## src/common/tebc_pkg.sv

```systemverilog
// Constants for the translation enable / bypass control block.
// Assumes an AXI4-Lite register slave with 32-bit data and a single core clock.
// How it works
// - Reset disabled; bypass or abort per abort flag
// - Per-state translate enable; secure only if present
// - Disabled: abort if flag set, else bypass attrs
// - Disabled state never looks up stream table
// - Disabled: page requests denied regardless of enable
// - Disabled: no software or ATS translations
// - Registers stay accessible while disabled
// - Commands run when queue enabled, even disabled
// - Disabled: no new events; drain buffered ones
// - Enabled state uses stream-table translation flow
// - No secure interface: outgoing NS forced 1
// - Both disabled: per-state bypass attributes incl NS
// - Secure only enabled: nonsecure bypass or abort
// - Nonsecure only enabled: secure bypass or abort
// - Enable change needs no cache invalidation
// - Invalidate-all bit reads 1 until done
// - Nonsecure access to cache-init register optional
// - Bypass TLB entries invisible, need no invalidation
// - Secure stream flag selects secure table
// - Nonsecure streams force requested attribute NS
package tebc_pkg;
    localparam logic [7:0] TEBC_OFF_NS_CTRL   = 8'h00;
    localparam logic [7:0] TEBC_OFF_S_CTRL    = 8'h04;
    localparam logic [7:0] TEBC_OFF_NS_BYPASS = 8'h08;
    localparam logic [7:0] TEBC_OFF_S_BYPASS  = 8'h0C;
    localparam logic [7:0] TEBC_OFF_INIT      = 8'h10;
    localparam logic [7:0] TEBC_OFF_STATUS    = 8'h14;
    localparam logic [7:0] TEBC_OFF_NS_TABLE  = 8'h18;
    localparam logic [7:0] TEBC_OFF_S_TABLE   = 8'h1C;
    // Control register bits
    localparam int TEBC_BIT_EN    = 0;
    localparam int TEBC_BIT_CMDQ  = 1;
    localparam int TEBC_BIT_EVTQ  = 2;
    localparam int TEBC_BIT_PRIQ  = 3;
    // Bypass register bits
    localparam int TEBC_BIT_ABORT = 31;
    localparam int TEBC_BIT_NS    = 0;
    localparam int TEBC_ATTR_W    = 8;
    localparam logic [31:0] TEBC_BYPASS_RST = 32'h0000_0000;
    localparam logic [31:0] TEBC_CTRL_RST   = 32'h0000_0000;
    localparam int TEBC_INV_CYCLES = 16;
    localparam logic [1:0] TEBC_RESP_OKAY   = 2'h0;
    localparam logic [1:0] TEBC_RESP_SLVERR = 2'h2;
    typedef enum logic [2:0] {
        TEBC_INV_IDLE = 3'h1,
        TEBC_INV_RUN  = 3'h2,
        TEBC_INV_DONE = 3'h4
    } tebc_inv_e;
endpackage

```

## src/tebc_ctrl.sv

```systemverilog
// Global enable, bypass and abort decision for one transaction path plus registers.
// Assumes synchronous inputs on core_clk; the translation engine sits downstream.
//
// Register access over AXI4-Lite and the register offsets were left to the implementer.
module tebc_ctrl
    import tebc_pkg::*;
#(
    parameter bit SECURE_PRESENT = 1'b1,
    parameter bit NS_ABORT_RST   = 1'b0,
    parameter bit S_ABORT_RST    = 1'b0
) (
    input  wire logic                   core_clk,
    input  wire logic                   rst_n,
    input  wire logic [7:0]             s_axi_awaddr,
    input  wire logic                   s_axi_awvalid,
    output logic                        s_axi_awready,
    input  wire logic [31:0]            s_axi_wdata,
    input  wire logic [3:0]             s_axi_wstrb,
    input  wire logic                   s_axi_wvalid,
    output logic                        s_axi_wready,
    output logic [1:0]                  s_axi_bresp,
    output logic                        s_axi_bvalid,
    input  wire logic                   s_axi_bready,
    input  wire logic [7:0]             s_axi_araddr,
    input  wire logic                   s_axi_arvalid,
    output logic                        s_axi_arready,
    output logic [31:0]                 s_axi_rdata,
    output logic [1:0]                  s_axi_rresp,
    output logic                        s_axi_rvalid,
    input  wire logic                   s_axi_rready,
    input  wire logic                   txn_valid,
    input  wire logic                   secure_stream_flag,
    input  wire logic                   requested_security_attribute,
    output logic                        txn_translate,
    output logic                        txn_bypass,
    output logic                        txn_abort,
    output logic                        txn_secure_table,
    output logic                        out_ns,
    output logic [TEBC_ATTR_W-1:0]      out_attr,
    output logic                        table_lookup_allow,
    output logic                        page_request_allow,
    output logic                        xlate_request_allow,
    output logic                        ns_cmd_run,
    output logic                        s_cmd_run,
    output logic                        ns_event_record,
    output logic                        s_event_record,
    output logic                        ns_event_drain,
    output logic                        s_event_drain,
    output logic                        invalidate_all_req,
    input  wire logic                   invalidate_all_done,
    input  wire logic                   ns_init_access
);
    logic [31:0] ns_ctrl_r, s_ctrl_r, ns_bypass_r, s_bypass_r, ns_table_r, s_table_r;
    logic        aw_held_r, w_held_r;
    logic [7:0]  aw_addr_r;
    logic [31:0] w_data_r;
    logic [3:0]  w_strb_r;
    tebc_inv_e   inv_state_r;
    logic [4:0]  inv_cnt_r;
    logic        ns_en, s_en, do_write, wr_ok, rd_ok;
    logic [31:0] rd_val;

    // Effective enables; the secure one is absent without secure support
    assign ns_en = ns_ctrl_r[TEBC_BIT_EN];
    assign s_en  = SECURE_PRESENT & s_ctrl_r[TEBC_BIT_EN];

    // Write channel capture; address and data may arrive in either order
    assign s_axi_awready = !aw_held_r && !s_axi_bvalid;
    assign s_axi_wready  = !w_held_r && !s_axi_bvalid;
    assign do_write      = aw_held_r && w_held_r && !s_axi_bvalid;
    always_ff @(posedge core_clk or negedge rst_n) begin
        if (!rst_n) begin
            aw_held_r <= 1'b0;
            w_held_r  <= 1'b0;
            aw_addr_r <= 8'h00;
            w_data_r  <= 32'h0000_0000;
            w_strb_r  <= 4'h0;
        end else begin
            if (s_axi_awvalid && s_axi_awready) begin
                aw_held_r <= 1'b1;
                aw_addr_r <= s_axi_awaddr;
            end else if (do_write) begin
                aw_held_r <= 1'b0;
            end
            if (s_axi_wvalid && s_axi_wready) begin
                w_held_r <= 1'b1;
                w_data_r <= s_axi_wdata;
                w_strb_r <= s_axi_wstrb;
            end else if (do_write) begin
                w_held_r <= 1'b0;
            end
        end
    end

    // Byte-lane merge of write data into an old value
    function automatic logic [31:0] merge(input logic [31:0] old, input logic [31:0] nv,
                                          input logic [3:0] be);
        logic [31:0] res;
        res = old;
        for (int i = 0; i < 4; i++) begin
            if (be[i]) res[i*8 +: 8] = nv[i*8 +: 8];
        end
        return res;
    endfunction

    // Init register access: secure side always, nonsecure only when the system allows
    logic init_ok;
    assign init_ok = SECURE_PRESENT | ns_init_access;

    // Decode of the written address
    always_comb begin
        if (aw_addr_r == TEBC_OFF_NS_CTRL || aw_addr_r == TEBC_OFF_NS_BYPASS
            || aw_addr_r == TEBC_OFF_NS_TABLE || aw_addr_r == TEBC_OFF_STATUS) begin
            wr_ok = 1'b1;
        end else if (aw_addr_r == TEBC_OFF_S_CTRL || aw_addr_r == TEBC_OFF_S_BYPASS
                     || aw_addr_r == TEBC_OFF_S_TABLE) begin
            wr_ok = SECURE_PRESENT;
        end else if (aw_addr_r == TEBC_OFF_INIT) begin
            wr_ok = init_ok;
        end else begin
            wr_ok = 1'b0;
        end
    end

    // Programming registers; writable whatever the enable state
    always_ff @(posedge core_clk or negedge rst_n) begin
        if (!rst_n) begin
            ns_ctrl_r   <= TEBC_CTRL_RST;
            s_ctrl_r    <= TEBC_CTRL_RST;
            // Abort flag reset value is a strap: bypass or abort from power-up
            ns_bypass_r <= TEBC_BYPASS_RST | {NS_ABORT_RST, 31'h0000_0000};
            s_bypass_r  <= TEBC_BYPASS_RST | {S_ABORT_RST, 31'h0000_0000};
            ns_table_r  <= 32'h0000_0000;
            s_table_r   <= 32'h0000_0000;
        end else if (do_write && wr_ok) begin
            if (aw_addr_r == TEBC_OFF_NS_CTRL) begin
                ns_ctrl_r <= merge(ns_ctrl_r, w_data_r, w_strb_r) & 32'h0000_000F;
            end else if (aw_addr_r == TEBC_OFF_S_CTRL) begin
                s_ctrl_r <= merge(s_ctrl_r, w_data_r, w_strb_r) & 32'h0000_000F;
            end else if (aw_addr_r == TEBC_OFF_NS_BYPASS) begin
                ns_bypass_r <= merge(ns_bypass_r, w_data_r, w_strb_r);
            end else if (aw_addr_r == TEBC_OFF_S_BYPASS) begin
                s_bypass_r <= merge(s_bypass_r, w_data_r, w_strb_r);
            end else if (aw_addr_r == TEBC_OFF_NS_TABLE) begin
                ns_table_r <= merge(ns_table_r, w_data_r, w_strb_r);
            end else if (aw_addr_r == TEBC_OFF_S_TABLE) begin
                s_table_r <= merge(s_table_r, w_data_r, w_strb_r);
            end
        end
    end

    // Write response; unmapped or barred addresses answer SLVERR
    always_ff @(posedge core_clk or negedge rst_n) begin
        if (!rst_n) begin
            s_axi_bvalid <= 1'b0;
            s_axi_bresp  <= TEBC_RESP_OKAY;
        end else if (do_write) begin
            s_axi_bvalid <= 1'b1;
            s_axi_bresp  <= wr_ok ? TEBC_RESP_OKAY : TEBC_RESP_SLVERR;
        end else if (s_axi_bready) begin
            s_axi_bvalid <= 1'b0;
        end
    end

    // Invalidate-all sequencer: bit reads 1 from the write until the caches report done
    logic inv_start;
    assign inv_start = do_write && wr_ok && aw_addr_r == TEBC_OFF_INIT && w_strb_r[0]
                       && w_data_r[0];
    always_ff @(posedge core_clk or negedge rst_n) begin
        if (!rst_n) begin
            inv_state_r <= TEBC_INV_IDLE;
            inv_cnt_r   <= 5'h00;
        end else begin
            case (inv_state_r)
                TEBC_INV_IDLE: begin
                    if (inv_start) begin
                        inv_state_r <= TEBC_INV_RUN;
                        inv_cnt_r   <= 5'h00;
                    end
                end
                TEBC_INV_RUN: begin
                    if (inv_cnt_r != 5'(TEBC_INV_CYCLES)) inv_cnt_r <= inv_cnt_r + 5'h01;
                    // A fresh write in the finishing cycle wins and keeps the run going
                    if (invalidate_all_done && !inv_start) inv_state_r <= TEBC_INV_DONE;
                end
                TEBC_INV_DONE: begin
                    inv_cnt_r   <= 5'h00;
                    inv_state_r <= inv_start ? TEBC_INV_RUN : TEBC_INV_IDLE;
                end
                default: inv_state_r <= TEBC_INV_IDLE;
            endcase
        end
    end
    // Request held to the cache side for the whole run; bypass-time TLB entries also go
    assign invalidate_all_req = (inv_state_r == TEBC_INV_RUN);

    // Read channel; one read at a time, data registered
    always_comb begin
        rd_ok  = 1'b1;
        rd_val = 32'h0000_0000;
        if (s_axi_araddr == TEBC_OFF_NS_CTRL) begin
            rd_val = ns_ctrl_r;
        end else if (s_axi_araddr == TEBC_OFF_S_CTRL) begin
            rd_val = SECURE_PRESENT ? s_ctrl_r : 32'h0000_0000;
        end else if (s_axi_araddr == TEBC_OFF_NS_BYPASS) begin
            rd_val = ns_bypass_r;
        end else if (s_axi_araddr == TEBC_OFF_S_BYPASS) begin
            rd_val = SECURE_PRESENT ? s_bypass_r : 32'h0000_0000;
        end else if (s_axi_araddr == TEBC_OFF_INIT) begin
            rd_ok  = init_ok;
            rd_val = {31'h0, inv_state_r != TEBC_INV_IDLE};
        end else if (s_axi_araddr == TEBC_OFF_STATUS) begin
            rd_val = {28'h0, SECURE_PRESENT, s_en, ns_en, inv_state_r != TEBC_INV_IDLE};
        end else if (s_axi_araddr == TEBC_OFF_NS_TABLE) begin
            rd_val = ns_table_r;
        end else if (s_axi_araddr == TEBC_OFF_S_TABLE) begin
            rd_val = SECURE_PRESENT ? s_table_r : 32'h0000_0000;
        end else begin
            rd_ok = 1'b0;
        end
    end
    assign s_axi_arready = !s_axi_rvalid;
    always_ff @(posedge core_clk or negedge rst_n) begin
        if (!rst_n) begin
            s_axi_rvalid <= 1'b0;
            s_axi_rdata  <= 32'h0000_0000;
            s_axi_rresp  <= TEBC_RESP_OKAY;
        end else if (s_axi_arvalid && s_axi_arready) begin
            s_axi_rvalid <= 1'b1;
            s_axi_rdata  <= rd_val;
            s_axi_rresp  <= rd_ok ? TEBC_RESP_OKAY : TEBC_RESP_SLVERR;
        end else if (s_axi_rready) begin
            s_axi_rvalid <= 1'b0;
        end
    end

    // Transaction decision; combinational so the steering tracks each beat
    logic sec, st_en, st_abort;
    logic [31:0] st_bypass;
    always_comb begin
        sec       = SECURE_PRESENT & secure_stream_flag;
        st_en     = sec ? s_en : ns_en;
        st_bypass = sec ? s_bypass_r : ns_bypass_r;
        st_abort  = st_bypass[TEBC_BIT_ABORT];
        // Enabled state: stream table picks the flow disabled
        txn_translate    = txn_valid & st_en;
        txn_abort        = txn_valid & !st_en & st_abort;
        txn_bypass       = txn_valid & !st_en & !st_abort;
        txn_secure_table = sec;
        out_attr         = st_bypass[TEBC_ATTR_W-1:0];
        // Bypass NS comes from the state's bypass setting; nonsecure streams always NS
        if (!SECURE_PRESENT || !sec) begin
            out_ns = 1'b1;
        end else if (st_en) begin
            out_ns = requested_security_attribute;
        end else begin
            out_ns = st_bypass[TEBC_BIT_NS];
        end
        // No lookups, page requests or translation services while disabled
        table_lookup_allow  = txn_valid & st_en;
        page_request_allow  = ns_en & ns_ctrl_r[TEBC_BIT_PRIQ];
        xlate_request_allow = st_en;
    end

    // Command run and event drain stay live when translation is off; event recording does not
    assign ns_cmd_run      = ns_ctrl_r[TEBC_BIT_CMDQ];
    assign s_cmd_run       = s_ctrl_r[TEBC_BIT_CMDQ] & SECURE_PRESENT;
    assign ns_event_record = ns_en & ns_ctrl_r[TEBC_BIT_EVTQ];
    assign s_event_record  = s_en & s_ctrl_r[TEBC_BIT_EVTQ];
    assign ns_event_drain  = ns_ctrl_r[TEBC_BIT_EVTQ];
    assign s_event_drain   = s_ctrl_r[TEBC_BIT_EVTQ] & SECURE_PRESENT;
    // Enable changes never trigger invalidation by themselves

    // Abort flags after reset follow the straps, caught after release
    logic straps_done_r;
    always_ff @(posedge core_clk or negedge rst_n) begin
        if (!rst_n) straps_done_r <= 1'b0;
        else straps_done_r <= 1'b1;
    end

    // Checks on the decision, reset and invalidate paths
    a_reset_disabled: assert property (@(posedge core_clk) disable iff (!rst_n)
        !straps_done_r |-> !ns_en && !s_en) else $error("enable set at reset");

    a_reset_abort: assert property (@(posedge core_clk) disable iff (!rst_n)
        !straps_done_r |-> ns_bypass_r[TEBC_BIT_ABORT] == NS_ABORT_RST
        && s_bypass_r[TEBC_BIT_ABORT] == S_ABORT_RST) else $error("abort flag reset wrong");

    a_abort_path: assert property (@(posedge core_clk) disable iff (!rst_n)
        txn_valid && !ns_en && !secure_stream_flag && ns_bypass_r[TEBC_BIT_ABORT]
        |-> txn_abort && !txn_bypass) else $error("disabled abort missed");

    a_ns_bypass: assert property (@(posedge core_clk) disable iff (!rst_n)
        txn_valid && !secure_stream_flag && !ns_en && !ns_bypass_r[TEBC_BIT_ABORT]
        |-> txn_bypass && out_attr == ns_bypass_r[TEBC_ATTR_W-1:0])
        else $error("ns bypass attributes wrong");

    a_s_bypass: assert property (@(posedge core_clk) disable iff (!rst_n)
        txn_valid && SECURE_PRESENT && secure_stream_flag && !s_en
        && !s_bypass_r[TEBC_BIT_ABORT] |-> txn_bypass && out_ns == s_bypass_r[TEBC_BIT_NS])
        else $error("secure bypass wrong");

    a_ns_translate: assert property (@(posedge core_clk) disable iff (!rst_n)
        txn_valid && !secure_stream_flag && ns_en |-> txn_translate)
        else $error("enabled ns not translated");

    a_no_lookup: assert property (@(posedge core_clk) disable iff (!rst_n)
        table_lookup_allow |-> txn_translate) else $error("lookup while disabled");

    a_pri_denied: assert property (@(posedge core_clk) disable iff (!rst_n)
        !ns_en |-> !page_request_allow) else $error("page request allowed");

    a_xlate_off: assert property (@(posedge core_clk) disable iff (!rst_n)
        txn_valid && !txn_translate |-> !xlate_request_allow)
        else $error("translation service while disabled");

    a_event_quiet: assert property (@(posedge core_clk) disable iff (!rst_n)
        !ns_en |-> !ns_event_record) else $error("event recorded while disabled");

    a_ns_forced: assert property (@(posedge core_clk) disable iff (!rst_n)
        txn_valid && !secure_stream_flag |-> out_ns) else $error("ns stream not NS");

    a_no_secure_ns: assert property (@(posedge core_clk) disable iff (!rst_n)
        txn_valid && !SECURE_PRESENT |-> out_ns) else $error("NS not forced");

    a_secure_table: assert property (@(posedge core_clk) disable iff (!rst_n)
        txn_valid |-> txn_secure_table == (SECURE_PRESENT && secure_stream_flag))
        else $error("wrong table selected");

    a_inv_busy: assert property (@(posedge core_clk) disable iff (!rst_n)
        inv_start |=> invalidate_all_req [*2]) else $error("invalidate not held");

    a_inv_clear: assert property (@(posedge core_clk) disable iff (!rst_n)
        invalidate_all_req && invalidate_all_done && !inv_start |=> !invalidate_all_req)
        else $error("invalidate stuck");

    a_no_auto_inv: assert property (@(posedge core_clk) disable iff (!rst_n)
        $rose(invalidate_all_req) |-> $past(inv_start)) else $error("invalidate unasked");

    a_cmd_live: assert property (@(posedge core_clk) disable iff (!rst_n)
        $rose(ns_ctrl_r[TEBC_BIT_CMDQ]) |-> ns_cmd_run) else $error("cmd queue idle");

    a_one_kind: assert property (@(posedge core_clk) disable iff (!rst_n)
        txn_valid |-> $onehot({txn_translate, txn_bypass, txn_abort}))
        else $error("transaction not steered once");
endmodule

```

## config.mk

```make
export PLATFORM = sky130hd
export DESIGN_NAME = tebc_ctrl
export DESIGN_NICKNAME = d
export VERILOG_FILES = /design/src/common/tebc_pkg.sv /design/src/tebc_ctrl.sv
export SDC_FILE = /design/constraint.sdc
export NUM_CORES = 1
export LEC_CHECK = 0
export ABC_CLOCK_PERIOD_IN_PS = 4600
export BUFFER_PORTS_ARGS = -buffer_cell sky130_fd_sc_hd__buf_2
export CAP_MARGIN = 15
export CORE_MARGIN = 1.5
export CORE_UTILIZATION = 40
export CTS_CLUSTER_DIAMETER = 100
export DETAILED_ROUTE_END_ITERATION = 16
export SLEW_MARGIN = 20
export SYNTH_ARGS = -nofsm -noshare
export SYNTH_HDL_FRONTEND = slang
export SYNTH_SLANG_ARGS = --single-unit
export TNS_END_PERCENT = 50
```

## constraint.sdc

```tcl
create_clock -name core_clk -period 4.6 [get_ports core_clk]
set_clock_uncertainty 0.2 [all_clocks]
set_input_delay 0.92 -clock core_clk [delete_from_list [all_inputs] [get_ports core_clk]]
set_output_delay 0.92 -clock core_clk [all_outputs]
set_load 0.02 [all_outputs]
```

==> results of run 1 <==
-- routing by layer --
layer	part of all wire	track usage
met3	0.047	0.02919
met5	0	0
met2	0.46	0.2943
met4	0.018	0.03998
met1	0.47	0.2558
-- path summary, 6_finish.rpt --
check / start / slack [ns] / to / cells past startpoint
max: secure_stream_flag / 1.43 / txn_abort / 5
min: s_axi_rdata[17] / 0.28 / s_axi_rdata[17] / 2
max reg2reg: aw_addr_r[1] / 1.92 / ns_bypass_r[22] / 4
min reg2reg: s_axi_rdata[17] / 0.28 / s_axi_rdata[17] / 2
max in group asynchronous: rst_n / 3.07 / s_table_r[21] / 2
min in group asynchronous: rst_n / 0.32 / w_data_r[3] / 1
-- tightest hold or removal path: stages (launching register included) --
cell	delay, ns
dfrtp_1	0.34
nand2_1	0.05
o31ai_1	0.05
-- cells by family (layout without fill, tap and decap cells) --
kind of cell,Yosys count,after routing,share of synthesized area
other,1,2,0.0003936
AO/OA/AOI/OAI,80,80,0.05148
AND/OR/NAND/NOR,157,157,0.08155
buffers and inverters,41,186,0.01773
flip-flops,221,221,0.5806
XOR/XNOR,1,1,0.0009194
multiplexers,226,226,0.2674
-- layout make-up --
cell class,instances,area (sq um)
clock buffer,35,733.2
clock inverter,11,161.4
multi-input combinational,466,3832
fill,2162,12000
timing repair buffer,133,723.2
inverter,7,26.28
sequential,221,5532
tap,319,399.1
-- layout by cell type, fill, tap and decap left out, drive strengths merged, types with 2 or more instances in the layout --
| master | count |
|---|---|
| mux2 | 188 |
| nand4 | 8 |
| a21oi | 7 |
| conb | 2 |
| or4 | 2 |
| a31oi | 2 |
| mux4 | 4 |
| and2 | 4 |
| nand2 | 77 |
| or4b | 2 |
| nor4 | 2 |
| nor2 | 34 |
| nand2b | 3 |
| dfrtp | 220 |
| clkinv | 5 |
| clkbuf | 35 |
| bufinv | 4 |
| and3 | 5 |
| o31ai | 28 |
| nor3 | 3 |
| o21ai | 37 |
| mux2i | 34 |
| inv | 8 |
| buf | 133 |
| o21a | 2 |
| nor2b | 5 |
| and3b | 4 |
| nor3b | 2 |
-- where the power goes --
part	internal, mW	leakage, nW	total (mW)	switching (mW)
logic	0.457	2.42	0.851	0.394
registers	2.29	2.96	2.68	0.386
clock network	1.33	0.443	2.12	0.787
total	4.08	5.83	5.65	1.57
-- registers in the layout (all words and copies together), names as in the netlist --
| name | count |
|---|---|
| s_axi_bvalid | 1 |
| s_axi_rvalid | 1 |
| s_ctrl_r | 4 |
| ns_table_r | 32 |
| s_axi_rdata | 32 |
| ns_bypass_r | 32 |
| inv_state_r | 3 |
| aw_held_r | 1 |
| w_held_r | 1 |
| s_axi_bresp | 1 |
| w_strb_r | 4 |
| s_table_r | 32 |
| aw_addr_r | 8 |
| w_data_r | 32 |
| ns_ctrl_r | 4 |
| s_axi_rresp | 1 |
| s_bypass_r | 32 |
-- metrics by stage --
stage	power [mW]	area, sq um	setup slack, ns
after global placement	3.557	10510	1.433
after CTS	5.723	11410	1.418
final	5.648	11410	1.434
after floorplan	3.218	9532	1.835
after global routing	5.942	11410	1.356
after detailed placement	3.581	10510	1.440
==> impl_metrics.json, run 1 <==
{
  "fmax_mhz": 315.9,
  "syn_area_per_cell_sq_um": 13.11,
  "antenna_left": 0,
  "synth_seq_area_share": 0.5806,
  "die_x_um": 157.3,
  "maxSlewHeadroom": 0.2918,
  "grt_pass1_vias": 6155,
  "slew_violations": 0,
  "rsz0062_at_grt": "false",
  "yosys_warnings": 0,
  "drt_pass1_iterations": 4,
  "grtUsageTotal": 0.1813,
  "power.static_leakage_nw": 5.832,
  "start_util": 0.4071,
  "vias_per_cell": 5.195,
  "yosysUniqueCellTypes": 44,
  "crit_path_cell_trace": "buf_2 > mux2i_1 > nand2_1 > nor2_1 > buf_2",
  "critPathArrivalTime_ns": 2.05,
  "crit_top_cell": "buf_2",
  "post_cts_buffers": 0,
  "grt_pass1_wl_mm": 34.67,
  "fin_setup_tns_ns": 0,
  "htree_num_levels": 1,
  "final_nets": 918,
  "finalSetupViolCount": 0,
  "num_vias": 6193,
  "critPathBufInv": 2,
  "end_kind": "primary output",
  "max_stage_delay_ns": 0.35,
  "fin_util": 0.4874,
  "area_delta_synth_final_pct": 19.72,
  "crit_type": "input port to primary output",
  "dpl.hpwl_mm": 13.80,
  "antenna_found_initial": 0,
  "cts_made_buffers": 25,
  "yosys.area.top_type": "dfrtp_1",
  "period_share": 0.6882,
  "finalHoldViolations": 0,
  "synthTopCellsByArea": "dfrtp_1, mux2_2, mux2i_1, nand2_1, o31ai_1",
  "powerDensity_mw_per_mm2": 495.1,
  "portBuffers": 124,
  "critPathRequiredTime_ns": 3.48,
  "grt_max_degree": 121,
  "fin_crit_ns": 3.166,
  "ys.flop_type": "dfrtp_1",
  "status": "finished, final reports clean",
  "yosysMostFrequentCell": "dfrtp_1",
  "path_clk_slew_ns": 0.06,
  "detail_route.wl_per_cell_um": 18.06,
  "cp_max_fo": 13,
  "cts_hold_buf": 0,
  "gp_routability_congestion": 0.7031,
  "drive_above_1_share": 0.4330,
  "coreArea_sq_mm": 0.02340,
  "dp.cells": 1146,
  "cts_tree": "yes",
  "synth_top_cell_area_share": 0.5778,
  "grt.overflow.total": 0,
  "drc": 0,
  "hold_path.class": "flip-flop to flip-flop",
  "finalNonFillerCells": 1192,
  "totalWireLength_mm": 21.53,
  "die_area_sq_mm": 0.02475,
  "clock-root-buffer": "clkbuf_16",
  "ir_drop_mv": 0.2612,
  "syn_area_sq_mm": 0.009528,
  "die_height_um": 157.3,
  "numClockSinks": 221,
  "syn_inst": 727,
  "cap_violations": 0,
  "clock_latency_ns": 0.52,
  "tightest_slew_ns": 1.062,
  "rows": 56,
  "synth-edff-count": 0,
  "ios": 128,
  "fin_hold_ws_ns": 0.2762,
  "async_flop_share": 1.000,
  "n_antenna_cell": 0,
  "start_kind": "input port",
  "crit_family": "buffers and inverters",
  "post_cts_resized": 0,
  "ys_seq_elements": 221,
  "synth_common_cells": "dfrtp_1, mux2_2, nand2_1",
  "cp_slowest_cell": "mux2i_1",
  "drtIter0Drc": 281,
  "clockBufferDepth": 3
}
No activity file was read; power rests on OpenSTA's default activity.
==> run 2, diff against run 1 <==
--- a/config.mk
+++ b/config.mk
@@ -5,7 +5,7 @@
 export SDC_FILE = /design/constraint.sdc
 export NUM_CORES = 1
 export LEC_CHECK = 0
-export ABC_CLOCK_PERIOD_IN_PS = 4600
+export ABC_CLOCK_PERIOD_IN_PS = 3260
 export BUFFER_PORTS_ARGS = -buffer_cell sky130_fd_sc_hd__buf_2
 export CAP_MARGIN = 15
 export CORE_MARGIN = 1.5
==> constraint.sdc (replaced) <==
create_clock -name core_clk -period 3.26 [get_ports core_clk]
set_clock_uncertainty 0.2 [all_clocks]
set_input_delay 0.652 -clock core_clk [delete_from_list [all_inputs] [get_ports core_clk]]
set_output_delay 0.652 -clock core_clk [all_outputs]
set_load 0.02 [all_outputs]
==> impl_metrics.json, run 2 (synthesis results as in run 1) <==
{
  "status": "finished, final reports clean",
  "htree_num_levels": 1,
  "die_area_sq_mm": 0.02475,
  "drt_pass1_iterations": 4,
  "critPathArrivalTime_ns": 2.92,
  "detail_route.wl_per_cell_um": 17.82,
  "cp-endpoint": "s_bypass_r[5]",
  "period_share": 0.8392,
  "area_delta_synth_final_pct": 19.76,
  "clock_latency_ns": 0.51,
  "ios": 128,
  "path_clk_slew_ns": 0.06,
  "drive_above_1_share": 0.4363,
  "portBuffers": 124,
  "die_x_um": 157.3,
  "dpl.hpwl_mm": 14.42,
  "hold_path.class": "input port to flip-flop",
  "final_nets": 932,
  "maxSlewHeadroom": 0.4316,
  "cp_max_fo": 8,
  "post_cts_buffers": 0,
  "rows": 56,
  "fin_setup_tns_ns": 0,
  "powerDensity_mw_per_mm2": 669.8,
  "vias_per_cell": 5.130,
  "start_kind": "flip-flop",
  "die_height_um": 157.3,
  "ir_drop_mv": 0.5066,
  "rr_startpoint": "aw_addr_r[1]",
  "cts_hold_buf": 1,
  "start_util": 0.4071,
  "critPathRequiredTime_ns": 3.44,
  "tightest_slew_ns": 0.8505,
  "gp_routability_congestion": 0.7305,
  "finalHoldViolations": 0,
  "n_antenna_cell": 0,
  "grt_max_degree": 70,
  "grt_pass1_vias": 6200,
  "finalNonFillerCells": 1206,
  "cts_made_buffers": 25,
  "drc": 0,
  "antenna_left": 0,
  "cts_tree": "yes",
  "post_cts_resized": 0,
  "numClockSinks": 221,
  "r2r_end": "s_bypass_r[5]",
  "startpoint": "aw_addr_r[1]",
  "crit_type": "flip-flop to flip-flop",
  "slew_violations": 0,
  "dp.cells": 1159,
  "num_vias": 6187,
  "power.static_leakage_nw": 5.848,
  "finalSetupViolCount": 0,
  "r2r_slack_ns": 0.52,
  "grtUsageTotal": 0.1788,
  "multi_input_area_sq_mm": 0.003832,
  "clock-root-buffer": "clkbuf_16",
  "drtIter0Drc": 193,
  "fin_hold_ws_ns": 0.1243,
  "layout_common_cells": "dfrtp_1, mux2_2, buf_2, nand2_1, o21ai_0",
  "regArea_sq_mm": 0.005532,
  "rsz0062_at_grt": "false",
  "totalWireLength_mm": 21.49,
  "antenna_found_initial": 0,
  "end_kind": "flip-flop",
  "clockBufferDepth": 3,
  "holdPathStages": 2,
  "final_common_cell": "dfrtp_1",
  "fmax_mhz": 365.5,
  "coreArea_sq_mm": 0.02340,
  "reg2reg_depth": 4,
  "cap_violations": 0,
  "grt.overflow.total": 0,
  "grt_pass1_wl_mm": 34.44,
  "fillers": 2143,
  "fin_crit_ns": 2.736
}
-- run 2: cell types whose count changed in the layout (fill, tap and decap cells not counted) --
cell | previous run | this run
inv_6 | 1 | 2
dlygate4sd3_1 | 0 | 1
clkinvlp_4 | 1 | 0
clkbuf_1 | 3 | 7
bufinv_16 | 4 | 0
buf_4 | 7 | 20
-- run 2: worst max-delay path: stages, from the launching register on --
cell     delay (ns)
dfrtp_1        0.41
or4b_2         0.76
nor3_4         0.52
nand2_2        0.31
mux2_1         0.40
-- run 2: metrics by stage --
stage	total power [mW]	utilization	instance area [sq um]	setup slack (ns)
after floorplan	4.540	-	9532	0.8121
after global placement	5.041	0.4534	10610	0.5625
after detailed placement	5.070	0.4534	10610	0.5412
after CTS	7.760	0.4876	11410	0.5136
after global routing	8.073	0.4876	11410	0.4308
final	7.644	0.4876	11410	0.5243
-- run 2: where the power goes --
part           total [mW]  switching (mW)  internal (mW)
logic                1.22           0.561          0.663
clock network        2.64            1.07           1.58
registers            3.78           0.544           3.23
-- run 2: worst min path at each step --
stage          slack [ns]       startpoint               to
3_3_place_gp         0.26  s_axi_rdata[17]  s_axi_rdata[17]
2_1_floorplan        0.16            rst_n     aw_addr_r[0]
3_5_place_dp         0.27  s_axi_rdata[16]  s_axi_rdata[16]
6_report             0.12     s_axi_bready     s_axi_bvalid
5_1_grt              0.11     s_axi_rready     s_axi_rvalid
4_1_cts              0.10     s_axi_rready     s_axi_rvalid
-- run 2: layer usage --
metal	share of wire	GRT usage
met1	0.48	0.2553
met3	0.043	0.02863
met2	0.46	0.2884
met5	0	0
met4	0.014	0.03594
-- run 2: cell type report --
class,count,share of cell area
clock inverters,7,0.003728
inverters,7,0.002303
well taps,319,0.03498
flip-flops and latches,221,0.4848
clock buffers,39,0.06557
repair buffers,147,0.07281
multi-input cells,466,0.3359
